## src/logic/uas_pkg.sv

```systemverilog
package uas_pkg;

  ////////////////////////////////////////////////////////////////////////
  // timing
  localparam int CLK_HZ = 250_000_000;
  localparam int BAUD_HZ = 115_200;
  localparam int OVS = 16;
  // oversample tick divider, floor keeps the bit slightly fast
  localparam int SAMPLE_DIV = CLK_HZ / (BAUD_HZ * OVS);
  localparam logic [7:0] DIV_LAST = 8'(SAMPLE_DIV - 1);
  localparam logic [3:0] OVS_LAST = 4'hf;
  localparam logic [3:0] OVS_HALF = 4'h7;

  ////////////////////////////////////////////////////////////////////////
  // register indices, byte address is four times the index
  localparam logic [5:0] IDX_CTRL = 6'h00;
  localparam logic [5:0] IDX_STAT = 6'h01;
  localparam logic [5:0] IDX_DATA = 6'h02;
  localparam logic [5:0] IDX_S2 = 6'h05;

  // serial_status_two fields
  localparam int B_BRK = 7;
  localparam int B_EDGE = 6;
  localparam int B_RSV = 5;
  localparam int B_INV = 4;
  localparam int B_WAKE = 3;
  localparam int B_LONG = 2;
  localparam int B_RAISE = 1;
  localparam int B_RAF = 0;

  // control fields
  localparam int C_NINE = 0;
  localparam int C_TWO = 1;
  localparam int C_SEND = 2;
  localparam int C_STBY = 3;

  // status fields
  localparam int S_FULL = 0;
  localparam int S_FE = 1;
  localparam int S_IDLE = 2;
  localparam int S_NINTH = 3;
  localparam int S_TXBRK = 4;

  localparam logic [7:0] S2_RST = 8'h00;
  localparam logic [7:0] CTRL_RST = 8'h00;

  ////////////////////////////////////////////////////////////////////////
  // frame lengths in bit times
  localparam logic [3:0] BASE_BITS = 4'ha;
  localparam logic [3:0] LONG_EXTRA = 4'h3;
  localparam logic [3:0] DATA8 = 4'h8;
  localparam logic [3:0] DATA9 = 4'h9;

  typedef enum logic [3:0] {
    RX_IDLE = 4'b0001,
    RX_START = 4'b0010,
    RX_DATA = 4'b0100,
    RX_STOP = 4'b1000
  } uas_rx_st_t;

  function automatic logic [3:0] uas_frame_bits(input logic nine,
                                                input logic two);
    return BASE_BITS + {3'h0, nine} + {3'h0, two};
  endfunction

endpackage

```

## src/logic/uas_brk_if.sv

```systemverilog
`timescale 1ns/1ps
interface uas_brk_if;
  logic tick;
  logic line;
  logic [3:0] thr;
  logic hit;
  modport det(input tick, input line, input thr, output hit);
  modport ctl(output tick, output line, output thr, input hit);
endinterface

```

## src/logic/uas_break_det.sv

```systemverilog
`timescale 1ns/1ps
module uas_break_det import uas_pkg::*; (
  // clock and reset
  input wire logic clk_i,
  input wire logic rst_i,
  // link to the receiver
  uas_brk_if.det bif
);

  logic [3:0] ovs_r, ovs_nxt;
  logic [3:0] bits_r, bits_nxt;
  logic done_r, done_nxt;
  logic hit_r, hit_nxt;

  always_comb begin
    ovs_nxt = ovs_r;
    bits_nxt = bits_r;
    done_nxt = done_r;
    hit_nxt = 1'b0;
    if (bif.line) begin
      ovs_nxt = 4'h0;
      bits_nxt = 4'h0;
      done_nxt = 1'b0;
    end else if (bif.tick) begin
      ovs_nxt = ovs_r + 4'h1;
      if (ovs_r == OVS_LAST && bits_r != 4'hf) begin
        bits_nxt = bits_r + 4'h1;
        // one pulse per low stretch, however long it lasts
        if (bits_r + 4'h1 == bif.thr && !done_r) begin
          hit_nxt = 1'b1;
          done_nxt = 1'b1;
        end
      end
    end
  end

  always_ff @(posedge clk_i) begin
    if (rst_i) begin
      ovs_r <= 4'h0;
      bits_r <= 4'h0;
      done_r <= 1'b0;
      hit_r <= 1'b0;
    end else begin
      ovs_r <= ovs_nxt;
      bits_r <= bits_nxt;
      done_r <= done_nxt;
      hit_r <= hit_nxt;
    end
  end

  assign bif.hit = hit_r;

  ////////////////////////////////////////////////////////////////////////
  // checks
  logic [7:0] low_ticks_r;
  always_ff @(posedge clk_i) begin
    if (rst_i || bif.line) begin
      low_ticks_r <= 8'h00;
    end else if (bif.tick && low_ticks_r != 8'hff) begin
      low_ticks_r <= low_ticks_r + 8'h01;
    end
  end

  brk_len_a: assert property (@(posedge clk_i) disable iff (rst_i)
    $rose(hit_r) |-> low_ticks_r == {bif.thr, 4'h0})
    else $error("break hit without threshold of low time");

  brk_pulse_a: assert property (@(posedge clk_i) disable iff (rst_i)
    hit_r |=> !hit_r)
    else $error("break hit longer than one cycle");

endmodule

```

## src/logic/uas_status_two.sv

```systemverilog
// Implementation choice: the Wishbone register port.
`timescale 1ns/1ps
module uas_status_two import uas_pkg::*; (
  // clock and reset
  input wire logic clk_i,
  input wire logic rst_i,
  // wishbone slave
  input wire logic wb_cyc_i,
  input wire logic wb_stb_i,
  input wire logic wb_we_i,
  input wire logic [7:0] wb_adr_i,
  input wire logic [3:0] wb_sel_i,
  input wire logic [31:0] wb_dat_i,
  output logic [31:0] wb_dat_o,
  output logic wb_ack_o,
  // serial line
  input wire logic rx_pin_i,
  output logic tx_pin_o
);

  function automatic logic at_idx(input logic [5:0] a, input logic [5:0] i);
    return a == i;
  endfunction

  ////////////////////////////////////////////////////////////////////////
  // pin sync and oversample tick
  logic s1_r, s2_r, s3_r;
  logic [7:0] div_r, div_nxt;
  logic tick, line, line_prev, edge_act;
  logic inv_r, inv_nxt;

  always_comb begin
    div_nxt = tick ? 8'h00 : div_r + 8'h01;
  end

  always_ff @(posedge clk_i) begin
    if (rst_i) begin
      s1_r <= 1'b1;
      s2_r <= 1'b1;
      s3_r <= 1'b1;
      div_r <= 8'h00;
    end else begin
      s1_r <= rx_pin_i;
      s2_r <= s1_r;
      s3_r <= s2_r;
      div_r <= div_nxt;
    end
  end

  assign tick = div_r == DIV_LAST;
  // every receive path, break and idle included, sees this line
  assign line = s2_r ^ inv_r;
  // both taps share one inversion, so toggling it makes no edge
  assign line_prev = s3_r ^ inv_r;
  assign edge_act = line_prev && !line;

  ////////////////////////////////////////////////////////////////////////
  // wishbone slave, one wait state, write lands on the ack edge
  logic req, wr_en, ack_r, ack_nxt;
  logic [31:0] dat_r, dat_nxt;
  logic [5:0] idx;
  logic w_s2, w_ctrl, w_stat;
  logic [7:0] s2_view, ctrl_view, stat_view;
  logic [7:0] data_r, data_nxt;
  logic tx_busy_r, tx_busy_nxt, tx_pend_r, tx_pend_nxt;

  assign req = wb_cyc_i && wb_stb_i;
  assign idx = wb_adr_i[7:2];
  assign wr_en = req && wb_we_i && ack_r && wb_sel_i[0];
  assign w_s2 = wr_en && at_idx(idx, IDX_S2);
  assign w_ctrl = wr_en && at_idx(idx, IDX_CTRL);
  assign w_stat = wr_en && at_idx(idx, IDX_STAT);

  always_comb begin
    ack_nxt = req && !ack_r;
    dat_nxt = dat_r;
    if (req && !ack_r) begin
      dat_nxt = 32'h0;
      if (at_idx(idx, IDX_S2)) dat_nxt[7:0] = s2_view;
      if (at_idx(idx, IDX_CTRL)) dat_nxt[7:0] = ctrl_view;
      if (at_idx(idx, IDX_STAT)) dat_nxt[7:0] = stat_view;
      if (at_idx(idx, IDX_DATA)) dat_nxt[7:0] = data_r;
    end
  end

  always_ff @(posedge clk_i) begin
    if (rst_i) begin
      ack_r <= 1'b0;
      dat_r <= 32'h0;
    end else begin
      ack_r <= ack_nxt;
      dat_r <= dat_nxt;
    end
  end

  assign wb_ack_o = ack_r;
  assign wb_dat_o = dat_r;

  ////////////////////////////////////////////////////////////////////////
  // registers and sticky flags
  logic wake_r, wake_nxt, long_r, long_nxt, raise_r, raise_nxt;
  logic brk_r, brk_nxt, edge_r, edge_nxt, raf_r, raf_nxt;
  logic nine_r, nine_nxt, two_r, two_nxt, stby_r, stby_nxt;
  logic full_r, full_nxt, fe_r, fe_nxt, idle_r, idle_nxt;
  logic ninth_r, ninth_nxt;
  logic start_ok, frame_done, stop_low, idle_evt, brk_hit;
  logic [8:0] shift_r, shift_nxt;

  // bit 5 is a hard zero in the read view
  assign s2_view = {brk_r, edge_r, 1'b0, inv_r, wake_r, long_r,
                    raise_r, raf_r};
  assign ctrl_view = {4'h0, stby_r, 1'b0, two_r, nine_r};
  assign stat_view = {3'h0, tx_busy_r, ninth_r, idle_r, fe_r, full_r};

  always_comb begin
    inv_nxt = inv_r;
    wake_nxt = wake_r;
    long_nxt = long_r;
    raise_nxt = raise_r;
    nine_nxt = nine_r;
    two_nxt = two_r;
    stby_nxt = stby_r;
    if (w_s2) begin
      inv_nxt = wb_dat_i[B_INV];
      wake_nxt = wb_dat_i[B_WAKE];
      long_nxt = wb_dat_i[B_LONG];
      raise_nxt = wb_dat_i[B_RAISE];
    end
    if (w_ctrl) begin
      nine_nxt = wb_dat_i[C_NINE];
      two_nxt = wb_dat_i[C_TWO];
      stby_nxt = wb_dat_i[C_STBY];
    end
    // clears first so a same-cycle event still sets
    brk_nxt = brk_r;
    if (w_s2 && wb_dat_i[B_BRK]) brk_nxt = 1'b0;
    if (brk_hit && raise_r) brk_nxt = 1'b1;
    edge_nxt = edge_r;
    if (w_s2 && wb_dat_i[B_EDGE]) edge_nxt = 1'b0;
    if (edge_act) edge_nxt = 1'b1;
    full_nxt = full_r;
    fe_nxt = fe_r;
    idle_nxt = idle_r;
    if (w_stat && wb_dat_i[S_FULL]) full_nxt = 1'b0;
    if (w_stat && wb_dat_i[S_FE]) fe_nxt = 1'b0;
    if (w_stat && wb_dat_i[S_IDLE]) idle_nxt = 1'b0;
    data_nxt = data_r;
    ninth_nxt = ninth_r;
    if (frame_done && !raise_r) begin
      full_nxt = 1'b1;
      fe_nxt = fe_nxt || stop_low;
      data_nxt = nine_r ? shift_r[7:0] : shift_r[8:1];
      ninth_nxt = nine_r ? shift_r[8] : 1'b0;
    end
    if (idle_evt && (!stby_r || wake_r)) idle_nxt = 1'b1;
    raf_nxt = raf_r;
    if (idle_evt) raf_nxt = 1'b0;
    if (start_ok) raf_nxt = 1'b1;
  end

  always_ff @(posedge clk_i) begin
    if (rst_i) begin
      {brk_r, edge_r} <= S2_RST[7:6];
      {inv_r, wake_r, long_r, raise_r} <= S2_RST[4:1];
      raf_r <= S2_RST[B_RAF];
      {stby_r, two_r, nine_r} <= {CTRL_RST[C_STBY], CTRL_RST[C_TWO],
                                  CTRL_RST[C_NINE]};
      full_r <= 1'b0;
      fe_r <= 1'b0;
      idle_r <= 1'b0;
      ninth_r <= 1'b0;
      data_r <= 8'h00;
    end else begin
      {brk_r, edge_r, inv_r, wake_r, long_r, raise_r} <=
        {brk_nxt, edge_nxt, inv_nxt, wake_nxt, long_nxt, raise_nxt};
      raf_r <= raf_nxt;
      {stby_r, two_r, nine_r} <= {stby_nxt, two_nxt, nine_nxt};
      full_r <= full_nxt;
      fe_r <= fe_nxt;
      idle_r <= idle_nxt;
      ninth_r <= ninth_nxt;
      data_r <= data_nxt;
    end
  end

  ////////////////////////////////////////////////////////////////////////
  // receiver
  uas_rx_st_t st_r, st_nxt;
  logic [3:0] ovs_r, ovs_nxt, bitn_r, bitn_nxt;
  logic [7:0] idle_cnt_r, idle_cnt_nxt, idle_last;
  logic arm_r, arm_nxt;

  // only the first stop is checked; the second is idle time
  assign idle_last = {uas_frame_bits(nine_r, two_r), 4'h0} - 8'h01;

  always_comb begin
    st_nxt = st_r;
    ovs_nxt = ovs_r;
    bitn_nxt = bitn_r;
    shift_nxt = shift_r;
    idle_cnt_nxt = 8'h00;
    arm_nxt = arm_r;
    start_ok = 1'b0;
    frame_done = 1'b0;
    stop_low = 1'b0;
    idle_evt = 1'b0;
    unique case (st_r)
      RX_IDLE: begin
        idle_cnt_nxt = idle_cnt_r;
        if (tick) begin
          if (!line) begin
            st_nxt = RX_START;
            ovs_nxt = 4'h0;
          end else if (idle_cnt_r == idle_last) begin
            idle_evt = arm_r;
            arm_nxt = 1'b0;
          end else begin
            idle_cnt_nxt = idle_cnt_r + 8'h01;
          end
        end
        if (!line) idle_cnt_nxt = 8'h00;
      end
      RX_START: begin
        if (tick) begin
          ovs_nxt = ovs_r + 4'h1;
          if (line) begin
            st_nxt = RX_IDLE;
          end else if (ovs_r == OVS_HALF) begin
            st_nxt = RX_DATA;
            ovs_nxt = 4'h0;
            bitn_nxt = 4'h0;
            start_ok = 1'b1;
            arm_nxt = 1'b1;
          end
        end
      end
      RX_DATA: begin
        if (tick) begin
          ovs_nxt = ovs_r + 4'h1;
          if (ovs_r == OVS_LAST) begin
            shift_nxt = {line, shift_r[8:1]};
            bitn_nxt = bitn_r + 4'h1;
            if (bitn_r == (nine_r ? DATA9 : DATA8) - 4'h1) begin
              st_nxt = RX_STOP;
            end
          end
        end
      end
      RX_STOP: begin
        if (tick) begin
          ovs_nxt = ovs_r + 4'h1;
          if (ovs_r == OVS_LAST) begin
            st_nxt = RX_IDLE;
            frame_done = 1'b1;
            stop_low = !line;
          end
        end
      end
      default: st_nxt = RX_IDLE;
    endcase
  end

  always_ff @(posedge clk_i) begin
    if (rst_i) begin
      st_r <= RX_IDLE;
      ovs_r <= 4'h0;
      bitn_r <= 4'h0;
      shift_r <= 9'h000;
      idle_cnt_r <= 8'h00;
      arm_r <= 1'b0;
    end else begin
      st_r <= st_nxt;
      ovs_r <= ovs_nxt;
      bitn_r <= bitn_nxt;
      shift_r <= shift_nxt;
      idle_cnt_r <= idle_cnt_nxt;
      arm_r <= arm_nxt;
    end
  end

  uas_brk_if brk_bus();
  assign brk_bus.tick = tick;
  assign brk_bus.line = line;
  assign brk_bus.thr = uas_frame_bits(nine_r, two_r)
                       + {3'h0, raise_r};
  assign brk_hit = brk_bus.hit;

  uas_break_det u_brk (
    .clk_i(clk_i),
    .rst_i(rst_i),
    .bif(brk_bus.det)
  );

  ////////////////////////////////////////////////////////////////////////
  // break transmitter, starts on a tick so its length is exact
  logic [3:0] tx_ovs_r, tx_ovs_nxt, tx_bits_r, tx_bits_nxt;
  logic [3:0] tx_len, tx_len_r, tx_len_nxt;
  logic tx_pin_r;

  assign tx_len = uas_frame_bits(nine_r, two_r)
                  + (long_r ? LONG_EXTRA : 4'h0);

  always_comb begin
    tx_busy_nxt = tx_busy_r;
    tx_ovs_nxt = tx_ovs_r;
    tx_bits_nxt = tx_bits_r;
    tx_len_nxt = tx_len_r;
    tx_pend_nxt = tx_pend_r || (w_ctrl && wb_dat_i[C_SEND]);
    if (tick && !tx_busy_r && tx_pend_r) begin
      tx_busy_nxt = 1'b1;
      tx_pend_nxt = 1'b0;
      tx_ovs_nxt = 4'h0;
      tx_bits_nxt = 4'h0;
      tx_len_nxt = tx_len;
    end else if (tick && tx_busy_r) begin
      tx_ovs_nxt = tx_ovs_r + 4'h1;
      if (tx_ovs_r == OVS_LAST) begin
        tx_bits_nxt = tx_bits_r + 4'h1;
        if (tx_bits_r == tx_len_r - 4'h1) tx_busy_nxt = 1'b0;
      end
    end
  end

  always_ff @(posedge clk_i) begin
    if (rst_i) begin
      tx_busy_r <= 1'b0;
      tx_pend_r <= 1'b0;
      tx_ovs_r <= 4'h0;
      tx_bits_r <= 4'h0;
      tx_len_r <= 4'h0;
      tx_pin_r <= 1'b1;
    end else begin
      tx_busy_r <= tx_busy_nxt;
      tx_pend_r <= tx_pend_nxt;
      tx_ovs_r <= tx_ovs_nxt;
      tx_bits_r <= tx_bits_nxt;
      tx_len_r <= tx_len_nxt;
      tx_pin_r <= !tx_busy_nxt;
    end
  end

  assign tx_pin_o = tx_pin_r;

  ////////////////////////////////////////////////////////////////////////
  // checks
  logic [19:0] tx_low_r;
  always_ff @(posedge clk_i) begin
    if (rst_i || tx_pin_r) begin
      tx_low_r <= 20'h0;
    end else begin
      tx_low_r <= tx_low_r + 20'h1;
    end
  end

  tx_brk_len_a: assert property (@(posedge clk_i) disable iff (rst_i)
    $rose(tx_pin_r) |->
      $past(tx_low_r) + 20'h1 == 20'({tx_len_r, 4'h0}) * 20'(SAMPLE_DIV))
    else $error("transmitted break length wrong");

  brk_flag_set_a: assert property (@(posedge clk_i) disable iff (rst_i)
    brk_hit && raise_r |=> brk_r)
    else $error("break flag not set");

  brk_flag_hold_a: assert property (@(posedge clk_i)
    disable iff (rst_i)
    brk_r && !(w_s2 && wb_dat_i[B_BRK]) |=> brk_r)
    else $error("break flag lost without write one");

  edge_flag_a: assert property (@(posedge clk_i) disable iff (rst_i)
    $fell(s2_r ^ inv_r) && $stable(inv_r) |=> edge_r)
    else $error("edge flag missed active edge");

  rsv_zero_a: assert property (@(posedge clk_i) disable iff (rst_i)
    wb_ack_o && !wb_we_i && at_idx(idx, IDX_S2) |-> !wb_dat_o[B_RSV])
    else $error("reserved bit read nonzero");

  fe_block_a: assert property (@(posedge clk_i) disable iff (rst_i)
    ($rose(fe_r) || $rose(full_r)) |-> !$past(raise_r))
    else $error("flag set while threshold raised");

  idle_quiet_a: assert property (@(posedge clk_i) disable iff (rst_i)
    idle_evt && stby_r && !wake_r && !idle_r |=> !idle_r)
    else $error("idle flag set in quiet standby");

  idle_report_a: assert property (@(posedge clk_i) disable iff (rst_i)
    idle_evt && (!stby_r || wake_r) |=> idle_r)
    else $error("idle flag not set");

  raf_track_a: assert property (@(posedge clk_i) disable iff (rst_i)
    start_ok |=> raf_r ##1 (raf_r [*8]))
    else $error("receiver active not held after start");

endmodule

```

## config.mk

```make
export PLATFORM = sky130hd
export DESIGN_NAME = uas_status_two
export DESIGN_NICKNAME = d
export VERILOG_FILES = /design/src/logic/uas_pkg.sv /design/src/logic/uas_brk_if.sv /design/src/logic/uas_break_det.sv /design/src/logic/uas_status_two.sv
export SDC_FILE = /design/constraint.sdc
export NUM_CORES = 1
export LEC_CHECK = 0
export ABC_AREA = 1
export CELL_PAD_IN_SITES_DETAIL_PLACEMENT = 0
export CELL_PAD_IN_SITES_GLOBAL_PLACEMENT = 1
export CORE_UTILIZATION = 47
export CTS_BUF_LIST = sky130_fd_sc_hd__clkbuf_4
export DETAILED_ROUTE_END_ITERATION = 12
export DONT_BUFFER_PORTS = 1
export PLACE_DENSITY_LB_ADDON = 0.1
export SLEW_MARGIN = 25
export SYNTH_ARGS = -nofsm -noshare
export SYNTH_HDL_FRONTEND = slang
export SYNTH_SLANG_ARGS = --single-unit
```

## constraint.sdc

```tcl
create_clock -name clk_i -period 2.4 [get_ports clk_i]
set_clock_uncertainty 0.15 [all_clocks]
set_input_delay 0.24 -clock clk_i [delete_from_list [all_inputs] [get_ports clk_i]]
set_output_delay 0.24 -clock clk_i [all_outputs]
set_load 0.005 [all_outputs]
```

==> impl_metrics.csv <==
group,metric,value,unit
grt,antenna_found_initial,0,
pwr,p_sw_frac,0.255,
layout,fin_area,5530,um2
timing,slew_viol_final,0,
setup_path,cp_data_arrival_time,2.39,ns
yosys,synthDistinctLibCells,43,
die,die_x,107,um
clocking,clockRootBuffer,"clkbuf_4",
pwr,p_leak,0.00224,uW
timing,max_freq,0.464,GHz
setup_path,end_kind,"flop",
yosys,syn_area_per_cell,7.17,um2
setup_path,worst-setup-path-type,"flop to flop",
timing,worst_slack,0.247,ns
placed_design,pre_cts_slack,0.311,ns
layout,fillers,1056,
clocking,cts_max_path_buffers,2,
route,first_iter_violations,187,
grt,grt_max_degree,43,
pwr,vdd_drop_max,0.409,mV
grt,grt_pass1_wl,18000,um
timing,hold_viol,0,
yosys,seq_area_frac_synth,0.375,
timing,fin_setup_tns,0,ns
timing,finalSetupViolations,0,
pwr,p_sw,683,uW
layout,drive_gt1_frac,0.0991,
yosys,synthCells,721,
grt,grt.total_usage,0.200,
placed_design,dpl_cell_area,5260,um2
route,num_vias,4312,
clocking,path_clk_slew,0.17,ns
layout,nets,809,
route,antenna_left,0,
timing,tightest_slew,0.815,ns
route,drc_errors,0,
pwr,combPwrFrac,0.044,
timing,finalCritPeriodShare,0.897,
placed_design,gp_congestion,0.830,
die,rows,37,
die,initial_core_util,0.492,
die,die_h,107,um
run,maxCapViolCount,0,
clocking,cts_sinks,97,
clocking,cts_tree,"done",
grt,grt-ovfl-total,0,
timing,layout_min_cycle_time,2.15,ns
clocking,worstSkewPairLatency,0.50,ns
placed_design,io_buffer_count,0,
setup_path,critPathRequiredTime,2.64,ns
pwr,clkPwrFrac,0.344,
placed_design,hpwl,7960,um
route,vias_per_cell,4.88,
timing,slew_headroom,0.455,
yosys,synthAdderAreaFrac,0.0440,
route,wire_per_inst,12.1,um
yosys,synthXorXnorAreaFrac,0.0356,
yosys,ys_warn_count,0,
route,routed_wl,10700,um
route,drt_first_pass_iters,5,
layout,diodes,0,
yosys,synth-compound-area-share,0.140,
setup_path,critPathMaxFanout,5,
yosys,syn_area,5170,um2
layout,mostFrequentLayoutCells,"nand2_1, dfxtp_1, inv_1, nor2_1, a21oi_1",
pwr,pwr_density_cell,485,nW/um2
clocking,h-tree-depth,3,
yosys,ys_ff_latch,97,
layout,fin_util,0.526,
clocking,post_cts_buffers,0,
setup_path,cp-start-kind,"flop",
hold_path,hold_path.class,"input port to flop",
yosys,yosys.area_share.simple,0.291,
clocking,cts_resized,0,
layout,final_common_cell,"nand2_1",
die,coreArea,10500,um2
clocking,numCtsBuffers,9,
yosys,synth.area.mux_share,0,
timing,rsz0062_at_grt,"no",
yosys,synth_top_family_by_area,"simple AND/OR/NAND/NOR gates",
run_status,status,"completed",
layout,synthToLayoutAreaGrowth,6.87,%
pwr,internal_power,2000,uW
die,die_area,11400,um2
grt,grt_pass1_vias,3942,
pwr,pwr-share-seq,0.612,
die,io_pins,84,
[layer usage]
layer	routed length, um	track usage	vias up
li1	-	-	2302
met1	5230	0.265	1926
met2	4830	0.318	75
met3	466	0.0353	9
met4	140	0.0861	0
met5	0	0	-
[power by group through the flow]
stage          logic [uW]  clock network, uW  registers (uW)
6_report              117                922            1640
5_1_grt               136               1020            1640
4_1_cts               117                954            1640
3_5_place_dp         93.3                  0            1670
3_3_place_gp         91.1                  0            1670
2_1_floorplan         105                  0            1670
[state kept, by name, summed over array words and instances, names as in the netlist, 4 cells and up]
| signal | count |
|---|---|
| tx_bits_r | 4 |
| div_r | 8 |
| tx_ovs_r | 4 |
| shift_r | 9 |
| bitn_r | 4 |
| u_brk.ovs_r | 4 |
| idle_cnt_r | 8 |
| ovs_r | 4 |
| u_brk.bits_r | 4 |
| st_r | 4 |
| tx_len_r | 4 |
| data_r | 8 |
| wb_dat_o | 8 |
[per-stage QoR]
| stage | total power (uW) | instances | hold slack, ns |
|---|---|---|---|
| after global routing | 2800 | 883 | 0.0594 |
| after floorplan | 1780 | 744 | 0.194 |
| after detailed placement | 1770 | 854 | 0.161 |
| after global placement | 1760 | 854 | 0.159 |
| after CTS | 2710 | 883 | 0.0122 |
| final | 2680 | 883 | 0.0288 |
[cells by family after synthesis]
logic type	Yosys count
AND/OR/NAND/NOR	325
AO/OA/AOI/OAI	134
buffers and inverters	126
flip-flops	97
XOR/XNOR	21
adder cells (fa/ha/maj)	17
other	1
[worst paths after layout]
kind / startpoint / end / slack, ns / cells after the start
setup / recovery: two_r / tx_len_r[2] / 0.25 / 7
setup reg to reg: two_r / tx_len_r[2] / 0.25 / 7
hold / removal: wb_adr_i[4] / wb_dat_o[2] / 0.03 / 5
hold reg to reg: s1_r / s2_r / 0.27 / 1
[synthesized netlist by cell type (all sizes together)]
cell type / number / share of area
nor3b: 2 / 0.0029
inv: 89 / 0.065
o21bai: 1 / 0.0015
nand2: 170 / 0.13
a31oi: 2 / 0.0024
nor3: 4 / 0.0039
dfxtp: 97 / 0.38
o21a: 1 / 0.0015
ha: 15 / 0.036
xnor2: 9 / 0.015
clkbuf: 7 / 0.0051
fa: 2 / 0.0077
o211ai: 2 / 0.0029
a221o: 1 / 0.0019
nand3b: 3 / 0.0044
xor2: 12 / 0.020
a21oi: 66 / 0.067
nor4: 1 / 0.0012
clkinv: 1 / 0.00072
or2: 4 / 0.0048
nor2: 89 / 0.081
nand4: 6 / 0.0073
nand3: 45 / 0.050
o21ai: 61 / 0.062
conb: 1 / 0.00072
and2: 1 / 0.0012
buf: 29 / 0.043
[area by class of cell]
type	instances	area, um2	area share
multi-input combinational	521	2730	0.493
inverter	90	340	0.0616
tap	136	170	0.0308
sequential	97	1940	0.351
clock buffer	9	67.6	0.0122
timing repair buffer	23	205	0.0371
clock inverter	7	75.1	0.0136
[critical path, stage by stage, from the launching register on]
cell     delay [ns]
dfxtp_1        0.46
inv_1          0.09
ha_1           0.35
ha_1           0.23
fa_1           0.38
xor2_1         0.17
o21ai_0        0.16
a21oi_1        0.05
[repair_timing]
item | 4_1_cts | 5_1_grt
endpoints found under the hold margin | 52 | 0
hold buffers | 13 | 0
endpoints found under the setup margin | 0 | 0
(Power assumes the default switching activity.)
